File: src/hdl/dac_cfg.svh
// Purpose: constants for the abstract command control block
// Assumes: debug module interface word addresses of 7 bits
// Notes: definitions only
`ifndef DAC_CFG_SVH
`define DAC_CFG_SVH
`define DAC_ADDR_W 7
`define DAC_OFS_CTRL_STATUS 7'h16
`define DAC_OFS_CMD_LAUNCH 7'h17
`define DAC_OFS_ARG_ZERO 7'h04
`define DAC_OFS_ARG_ONE 7'h05
`define DAC_CS_BUSY_BIT 12
`define DAC_CS_ERR_HI 10
`define DAC_CS_ERR_LO 8
`define DAC_CS_PBUF_HI 28
`define DAC_CS_PBUF_LO 24
`define DAC_CS_DCNT_HI 3
`define DAC_CS_DCNT_LO 0
`define DAC_DATA_COUNT 4'h2
`define DAC_PBUF_SIZE 5'h00
`define DAC_ERR_CLEAR_ALL 3'h7
`define DAC_CMD_TYPE_HI 31
`define DAC_CMD_TYPE_LO 24
`define DAC_CMD_SIZE_HI 22
`define DAC_CMD_SIZE_LO 20
`define DAC_CMD_REGNO_HI 15
`define DAC_CMD_REGNO_LO 0
`define DAC_SIZE_WORD 3'h2
`define DAC_REGNO_LAST 16'h101F
`define DAC_ALIGN_MASK 32'h0000_0003
`endif

File: src/hdl/dac_pkg.sv
// Purpose: types for the abstract command control block
// Assumes: shared by the control module and the command checker
// Notes: error codes follow the status field encoding
package dac_pkg;
    typedef enum logic [2:0] {
        DAC_ERR_NONE = 3'h0,
        DAC_ERR_BUSY = 3'h1,
        DAC_ERR_UNSUPPORTED = 3'h2,
        DAC_ERR_EXCEPTION = 3'h3,
        DAC_ERR_HART_STATE = 3'h4,
        DAC_ERR_OTHER = 3'h7
    } dac_err_type;
    typedef enum logic [7:0] {
        DAC_CMD_REG_ACCESS = 8'h00,
        DAC_CMD_MEM_ACCESS = 8'h02
    } dac_cmd_kind_type;
    typedef enum {
        DAC_ST_IDLE,
        DAC_ST_EXEC,
        DAC_ST_FAIL
    } dac_state_type;
endpackage

File: src/hdl/dac_ctrl.sv
// Purpose: abstract command launch, busy tracking and error code
// Assumes: debug interface requests and hart signals run on core_clk
// Notes: register reads answer one cycle after the request
`include "dac_cfg.svh"
// Function
// command write starts command if clean, idle
// busy rises on command write, falls after
// status write while busy sets busy error
// command write while busy sets busy error
// argument access while busy sets busy error
// unsupported command gives error two
// memory address outside ranges gives three
// hart unavailable or wrong state gives four
// bad size or unaligned gives seven
// error holds until ones written clear it
// nonzero error blocks new commands
// debugger trusts error only when idle
// debugger may batch commands, check at end
// data count field reads two
// program buffer size field reads zero
// memory command reaches only coupled ranges
// type zero register, two memory access
// size other than two gives seven
// error recorded by the time busy clears
module dac_ctrl #(
    parameter logic [31:0] IMEM_BASE = 32'h1000_0000,
    parameter logic [31:0] IMEM_SIZE = 32'h0001_0000,
    parameter logic [31:0] DMEM_BASE = 32'h2000_0000,
    parameter logic [31:0] DMEM_SIZE = 32'h0001_0000,
    parameter logic [31:0] INTR_BASE = 32'h3000_0000,
    parameter logic [31:0] INTR_SIZE = 32'h0001_0000
) (
    // clock and resets
    input wire logic core_clk,
    input wire logic rst,
    input wire logic dm_active,
    // debug module interface request
    input wire logic dmi_req_valid,
    input wire logic dmi_req_write,
    input wire logic [`DAC_ADDR_W-1:0] dmi_req_addr,
    input wire logic [31:0] dmi_req_wdata,
    // debug module interface answer
    output logic dmi_rsp_valid_r,
    output logic [31:0] dmi_rsp_rdata_r,
    // hart state and memory address argument
    input wire logic hart_halted,
    input wire logic hart_unavail,
    input wire logic [31:0] argument_word_one,
    // execution port to the core
    output logic exec_start_r,
    output logic [31:0] exec_cmd_r,
    input wire logic exec_done,
    input wire logic [2:0] exec_err,
    // status
    output logic busy_r,
    output logic [2:0] cmderr_r
);
    if (IMEM_SIZE == 32'h0 || DMEM_SIZE == 32'h0 || INTR_SIZE == 32'h0) begin : g_size_chk
        $error("dac_ctrl: memory range sizes must be nonzero");
    end

    dac_pkg::dac_state_type state_r, state_nxt;
    logic [2:0] fail_code_r;
    logic [2:0] cmderr_nxt;
    logic [2:0] chk_code;

    // request decode
    wire logic is_cs = dmi_req_addr == `DAC_OFS_CTRL_STATUS;
    wire logic is_cmd = dmi_req_addr == `DAC_OFS_CMD_LAUNCH;
    wire logic is_arg = dmi_req_addr == `DAC_OFS_ARG_ZERO || dmi_req_addr == `DAC_OFS_ARG_ONE;
    wire logic cs_wr = dmi_req_valid && dmi_req_write && is_cs;
    wire logic cmd_wr = dmi_req_valid && dmi_req_write && is_cmd;
    wire logic arg_acc = dmi_req_valid && is_arg;
    wire logic err_clean = cmderr_r == dac_pkg::DAC_ERR_NONE;
    wire logic accept = cmd_wr && err_clean && !busy_r;
    wire logic busy_hit = busy_r && err_clean
                        && (cs_wr || cmd_wr || arg_acc);
    wire logic err_clr = cs_wr
                       && dmi_req_wdata[`DAC_CS_ERR_HI:`DAC_CS_ERR_LO] == `DAC_ERR_CLEAR_ALL;
    wire logic fail_end = state_r == dac_pkg::DAC_ST_FAIL;
    wire logic exec_end = state_r == dac_pkg::DAC_ST_EXEC && exec_done;
    wire logic [31:0] cs_word = {3'h0, `DAC_PBUF_SIZE, 11'h000, busy_r, 1'b0, cmderr_r,
                                 4'h0, `DAC_DATA_COUNT};

    dac_cmd_check #(
        .IMEM_BASE(IMEM_BASE),
        .IMEM_SIZE(IMEM_SIZE),
        .DMEM_BASE(DMEM_BASE),
        .DMEM_SIZE(DMEM_SIZE),
        .INTR_BASE(INTR_BASE),
        .INTR_SIZE(INTR_SIZE)
    ) u_check (
        .cmd_word(dmi_req_wdata),
        .mem_addr(argument_word_one),
        .hart_halted(hart_halted),
        .hart_unavail(hart_unavail),
        .err_code(chk_code)
    );

    always_comb begin
        state_nxt = state_r;
        unique case (state_r)
            dac_pkg::DAC_ST_IDLE: begin
                if (accept) begin
                    state_nxt = (chk_code == dac_pkg::DAC_ERR_NONE) ? dac_pkg::DAC_ST_EXEC
                                                                    : dac_pkg::DAC_ST_FAIL;
                end
            end
            dac_pkg::DAC_ST_EXEC: begin
                if (exec_done) begin
                    state_nxt = dac_pkg::DAC_ST_IDLE;
                end
            end
            dac_pkg::DAC_ST_FAIL: begin
                state_nxt = dac_pkg::DAC_ST_IDLE;
            end
        endcase
    end

    // hardware set wins over software clear
    always_comb begin
        cmderr_nxt = cmderr_r;
        if (err_clr) begin
            cmderr_nxt = dac_pkg::DAC_ERR_NONE;
        end
        if (busy_hit) begin
            cmderr_nxt = dac_pkg::DAC_ERR_BUSY;
        end else if (err_clean && fail_end) begin
            cmderr_nxt = fail_code_r;
        end else if (err_clean && exec_end && exec_err != dac_pkg::DAC_ERR_NONE) begin
            cmderr_nxt = exec_err;
        end
    end

    always_ff @(posedge core_clk or posedge rst) begin
        if (rst) begin
            state_r <= dac_pkg::DAC_ST_IDLE;
            busy_r <= 1'b0;
            cmderr_r <= 3'h0;
            fail_code_r <= 3'h0;
            exec_start_r <= 1'b0;
            exec_cmd_r <= 32'h0;
            dmi_rsp_valid_r <= 1'b0;
            dmi_rsp_rdata_r <= 32'h0;
        end else if (!dm_active) begin
            state_r <= dac_pkg::DAC_ST_IDLE;
            busy_r <= 1'b0;
            cmderr_r <= 3'h0;
            fail_code_r <= 3'h0;
            exec_start_r <= 1'b0;
            exec_cmd_r <= 32'h0;
            dmi_rsp_valid_r <= 1'b0;
            dmi_rsp_rdata_r <= 32'h0;
        end else begin
            state_r <= state_nxt;
            busy_r <= state_nxt != dac_pkg::DAC_ST_IDLE;
            cmderr_r <= cmderr_nxt;
            fail_code_r <= accept ? chk_code : fail_code_r;
            exec_start_r <= accept && chk_code == dac_pkg::DAC_ERR_NONE;
            exec_cmd_r <= accept ? dmi_req_wdata : exec_cmd_r;
            dmi_rsp_valid_r <= dmi_req_valid;
            dmi_rsp_rdata_r <= (dmi_req_valid && !dmi_req_write && is_cs) ? cs_word : 32'h0;
        end
    end

    // checks
    wire logic chk_rst = rst || !dm_active;
endmodule

File: src/hdl/dac_cmd_check.sv
// Purpose: combinational legality check of one abstract command
// Assumes: hart flags and address come from logic on core_clk
// Notes: yields zero when the command may run
`include "dac_cfg.svh"
module dac_cmd_check #(
    parameter logic [31:0] IMEM_BASE = 32'h1000_0000,
    parameter logic [31:0] IMEM_SIZE = 32'h0001_0000,
    parameter logic [31:0] DMEM_BASE = 32'h2000_0000,
    parameter logic [31:0] DMEM_SIZE = 32'h0001_0000,
    parameter logic [31:0] INTR_BASE = 32'h3000_0000,
    parameter logic [31:0] INTR_SIZE = 32'h0001_0000
) (
    // command
    input wire logic [31:0] cmd_word,
    input wire logic [31:0] mem_addr,
    // hart state
    input wire logic hart_halted,
    input wire logic hart_unavail,
    // result
    output logic [2:0] err_code
);
    function automatic logic in_range(input logic [31:0] a, input logic [31:0] base,
                                      input logic [31:0] size);
        in_range = (a >= base) && ((a - base) < size);
    endfunction

    wire logic [7:0] cmd_type = cmd_word[`DAC_CMD_TYPE_HI:`DAC_CMD_TYPE_LO];
    wire logic [2:0] cmd_size = cmd_word[`DAC_CMD_SIZE_HI:`DAC_CMD_SIZE_LO];
    wire logic [15:0] regno = cmd_word[`DAC_CMD_REGNO_HI:`DAC_CMD_REGNO_LO];
    wire logic is_reg = cmd_type == dac_pkg::DAC_CMD_REG_ACCESS;
    wire logic is_mem = cmd_type == dac_pkg::DAC_CMD_MEM_ACCESS;
    wire logic addr_ok = in_range(mem_addr, IMEM_BASE, IMEM_SIZE)
                       || in_range(mem_addr, DMEM_BASE, DMEM_SIZE)
                       || in_range(mem_addr, INTR_BASE, INTR_SIZE);
    wire logic unaligned = (mem_addr & `DAC_ALIGN_MASK) != 32'h0;

    always_comb begin
        err_code = dac_pkg::DAC_ERR_NONE;
        if (!is_reg && !is_mem) begin
            err_code = dac_pkg::DAC_ERR_UNSUPPORTED;
        end else if (cmd_size != `DAC_SIZE_WORD) begin
            err_code = dac_pkg::DAC_ERR_OTHER;
        end else if (is_reg) begin
            if (hart_unavail || !hart_halted) begin
                err_code = dac_pkg::DAC_ERR_HART_STATE;
            end else if (regno > `DAC_REGNO_LAST) begin
                err_code = dac_pkg::DAC_ERR_UNSUPPORTED;
            end
        end else if (hart_unavail) begin
            err_code = dac_pkg::DAC_ERR_HART_STATE;
        end else if (unaligned) begin
            err_code = dac_pkg::DAC_ERR_OTHER;
        end else if (!addr_ok) begin
            err_code = dac_pkg::DAC_ERR_EXCEPTION;
        end
    end
endmodule

File: config.mk
export PLATFORM = sky130hd
export DESIGN_NAME = dac_ctrl
export DESIGN_NICKNAME = d
export VERILOG_FILES = /design/src/hdl/dac_pkg.sv /design/src/hdl/dac_ctrl.sv /design/src/hdl/dac_cmd_check.sv
export VERILOG_INCLUDE_DIRS = /design/src /design/src/hdl
export SDC_FILE = /design/constraint.sdc
export NUM_CORES = 1
export LEC_CHECK = 0
export ABC_CLOCK_PERIOD_IN_PS = 3700
export BUFFER_PORTS_ARGS = -buffer_cell sky130_fd_sc_hd__buf_4
export CAP_MARGIN = 20
export CORE_ASPECT_RATIO = 1.2
export CORE_UTILIZATION = 45
export DETAILED_ROUTE_END_ITERATION = 8
export PLACE_DENSITY = 0.76
export SYNTH_ARGS = -nofsm -noshare
export SYNTH_HDL_FRONTEND = slang
export SYNTH_HIERARCHICAL = 1
export SYNTH_SLANG_ARGS = --single-unit
File: constraint.sdc
create_clock -name core_clk -period 3.7 [get_ports core_clk]
set_input_delay 0.185 -clock core_clk [delete_from_list [all_inputs] [get_ports core_clk]]
set_output_delay 0.185 -clock core_clk [all_outputs]
set_load 0.02 [all_outputs]
==> flow_metrics.env <==
export IMPL_timing_rr_start="cmderr_r[0]"
export IMPL_place_ws_ns=0.493
export IMPL_worst_pin_slew_ns=0.815
export IMPL_wl_met1_um=3360
export IMPL_synth_area_leaders="dfrtp_1 54%, nand2_1 7.9%, and2_1 6.1%, buf_4 5.6%, a21oi_1 5.3%"
export IMPL_fin_ws_ns=0.799
export IMPL_drtPass1Iterations=5
export IMPL_hold_viol=0
export IMPL_min_period_ns=2.90
export IMPL_endpoint_kind="flip-flop"
export IMPL_synth_edff_count=0
export IMPL_pwr_share_seq_pct=51.6
export IMPL_tns_ns=0
export IMPL_clkPwrFrac_pct=39.5
export IMPL_yosysWarnings=6
export IMPL_final_max_slew_viol_count=0
export IMPL_power_switching_uw=376
export IMPL_vias=2943
export IMPL_syn_inst=366
export IMPL_hold_path_startpoint="dmi_req_addr[0]"
export IMPL_dieArea_mm2=0.00838
export IMPL_rows=35
export IMPL_drive_gt1_share_pct=29.3
export IMPL_critPathKind="in -> reg"
export IMPL_syn_area_mm2=0.00361
export IMPL_p_per_area_mw_per_mm2=356
export IMPL_r2r_end="busy_r"
export IMPL_ys_top_cells_by_count="78 x dfrtp_1, 76 x nand2_1, 38 x a21oi_1"
export IMPL_first_global_vias=2820
export IMPL_num_antenna_cells=0
export IMPL_status="completed"
export IMPL_via_per_inst=5.14
export IMPL_die_y_um=100
export IMPL_ios=152
export IMPL_top_layer="met4"
export IMPL_worstPathRequired_ns=3.92
export IMPL_postSynthAreaPerCell_um2=9.86
export IMPL_cp_max_fo=6
export IMPL_postCtsSetupRepairBufs=0
export IMPL_ys_ff_latch=78
export IMPL_path_delay_family="simple AND/OR/NAND/NOR gates"
export IMPL_max_stage_delay_ns=0.50
export IMPL_setup_viol=0
export IMPL_initial_core_util_pct=46.8
export IMPL_p_sw_share_pct=22.8
export IMPL_hold_path_class="in -> reg"
export IMPL_numCtsBuffers=9
export IMPL_hpwl_um=6030
export IMPL_crit_buf_inv=2
export IMPL_grt_pass1_wl_um=13200
export IMPL_synth_top_area_share_pct=54.1
export IMPL_stdcell_count=573
export IMPL_slew_headroom_pct=45.7
export IMPL_reg2reg_depth=5
export IMPL_finClkSkew_ns=0.00822
export IMPL_clockRootBuffer="clkbuf_8"
export IMPL_cts_tree="yes"
export IMPL_nNetsFinal=562
export IMPL_min_to="dmi_rsp_rdata_r[1]"
export IMPL_gp_congestion=0.836
export IMPL_rsz0062_at_grt="false"
export IMPL_fp_coreArea_mm2=0.00771
export IMPL_track_usage_pct=19.9
export IMPL_post_drt_wl_per_cell_um=14.3
export IMPL_clock_latency_ns=0.35
export IMPL_max_freq_mhz=345
export IMPL_drc=0
export IMPL_clk_pin_slew_worst_paths_ns=0.08
export IMPL_p_total_uw=1650
export IMPL_maxCapViolations=0
export IMPL_critPathSlowestCell="nor3_1"
export IMPL_vdd_drop_max_v=0.000201
export IMPL_p_comb_share_pct=8.9
export IMPL_syn2layout_area_growth_pct=28.7
export IMPL_startpoint="argument_word_one[29]"
export IMPL_path_cells="buf_4 > inv_1 > ha_1 > a21boi_0 > mux2i_1 > nor4b_1 > o221ai_1 > nor3_1 > o2bb2a_4 > o221a_1 > or4_1"
export IMPL_synthArstFlopShare_pct=100
export IMPL_post_route_period_util_pct=78.4
export IMPL_worst_ep_arrival_time_ns=3.12
export IMPL_p_leak_uw=0.00228
export IMPL_num_fill_cells=669
export IMPL_critPathLaunchType="input port"
export IMPL_numClockSinks=78
export IMPL_grt_start_max_net_pins=68
export IMPL_cts_path_max_buffers=2
export IMPL_wl_met2_um=4180
export IMPL_placedCellCount=557
export IMPL_grt_ovfl_total=0
export IMPL_synth_top_area_cell="dfrtp_1"
export IMPL_wl_met3_um=534
export IMPL_portBuffers=110
export IMPL_synth_cell_type_count=50
export IMPL_antenna_found_initial=0
export IMPL_internal_power_uw=1280
export IMPL_synth_ff_type="dfrtp_1"
export IMPL_r2r_setup_slack_ns=1.15
export IMPL_htree_levels=3
export IMPL_cts_resized=0
export IMPL_wl_um=8210
export IMPL_drt_antenna_violating_nets=0
export IMPL_yosysMostFrequentCell="dfrtp_1"
export IMPL_ys_seq_area_share_pct=54.1
export IMPL_hold_depth=2
export IMPL_fp_dieW_um=83.7
export IMPL_drt_iter0_drc=121
worst reg2reg max path, delay by kind of cell (launching register included):
| family | cells | cell delay, ns |
|---|---|---|
| compound gates | 1 | 0.07 |
| flops | 1 | 0.43 |
| simple gates | 4 | 1.91 |
stage by stage:
stage / cell area (um^2) / hold slack [ns] / util (%)
3_5_place_dp: 4430 / 0.133 / 57.4
6_report: 4640 / 0.0580 / 60.2
2_1_floorplan: 3710 / 0.284 / -
5_1_grt: 4640 / 0.0678 / 60.2
3_3_place_gp: 4430 / 0.135 / 57.4
4_1_cts: 4640 / 0.0533 / 60.2
layout make-up:
class / instances / area (um^2) / area share, %
clock buffers: 12 / 165 / 3.56
clock inverters: 3 / 42.5 / 0.916
inverters: 6 / 22.5 / 0.485
multi-input cells: 266 / 1470 / 31.7
flip-flops and latches: 78 / 1950 / 42.0
well taps: 92 / 115 / 2.48
repair buffers: 116 / 873 / 18.8
repair_timing:
action | 4_1_cts | 5_1_grt
endpoints found under the hold margin | 11 | 0
hold buffers | 1 | 0
endpoints found under the setup margin | 0 | 0
metal layers:
metal  global-route usage (%)  up-vias
met5                        0        -
met4                     9.00        0
met3                     3.95       13
met2                     33.5      102
met1                     25.0     1415
li1                         -     1413
how the worst max path moves through the flow:
| stage | to | slack (ns) | cells after the start |
|---|---|---|---|
| 3_3_place_gp | busy_r | 0.60 | 11 |
| 5_1_grt | busy_r | 0.54 | 11 |
| 3_5_place_dp | busy_r | 0.49 | 11 |
| 4_1_cts | busy_r | 0.86 | 11 |
| 2_1_floorplan | busy_r | 1.0 | 10 |
| 6_report | busy_r | 0.80 | 11 |
power groups by stage:
stage               sequential [uW]  clock (uW)  combinational, uW
finish                          853         652                147
global route                    853         703                162
CTS                             853         666                149
detailed placement              870           0                147
global placement                870           0                145
floorplan                       871           0               86.2
cell families (layout without fill, tap and decap cells):
group,count (synthesis),in the layout,synth area share [%]
AND/OR/NAND/NOR,171,171,25.3
flip-flops,78,78,54.1
AO/OA/AOI/OAI,62,62,10.8
buffers and inverters,48,137,7.80
adder cells (fa/ha/maj),3,3,1.04
multiplexers,2,2,0.589
other,1,27,0.104
XOR/XNOR,1,1,0.243
placed cells by master, fill, tap and decap left out, types with 3 or more instances in the layout:
cell type	n
nand4b_1	4
conb_1	27
a31oi_1	3
dfrtp_1	78
a21oi_1	38
clkbuf_8	12
and2_1	35
nand3_1	4
nand2_1	76
nand4_1	4
nor2_1	9
inv_1	5
o21ai_0	3
nor3_1	6
buf_4	115
ha_1	3
a32o_1	3
nor4_1	12
sequential cells by signal, indices dropped and copies added (netlist names):
register,cells
exec_start_r,1
dmi_rsp_valid_r,1
cmderr_r,3
dmi_rsp_rdata_r,5
state_r,32
fail_code_r,3
exec_cmd_r,32
busy_r,1
Power figures use the tool's default switching activity.
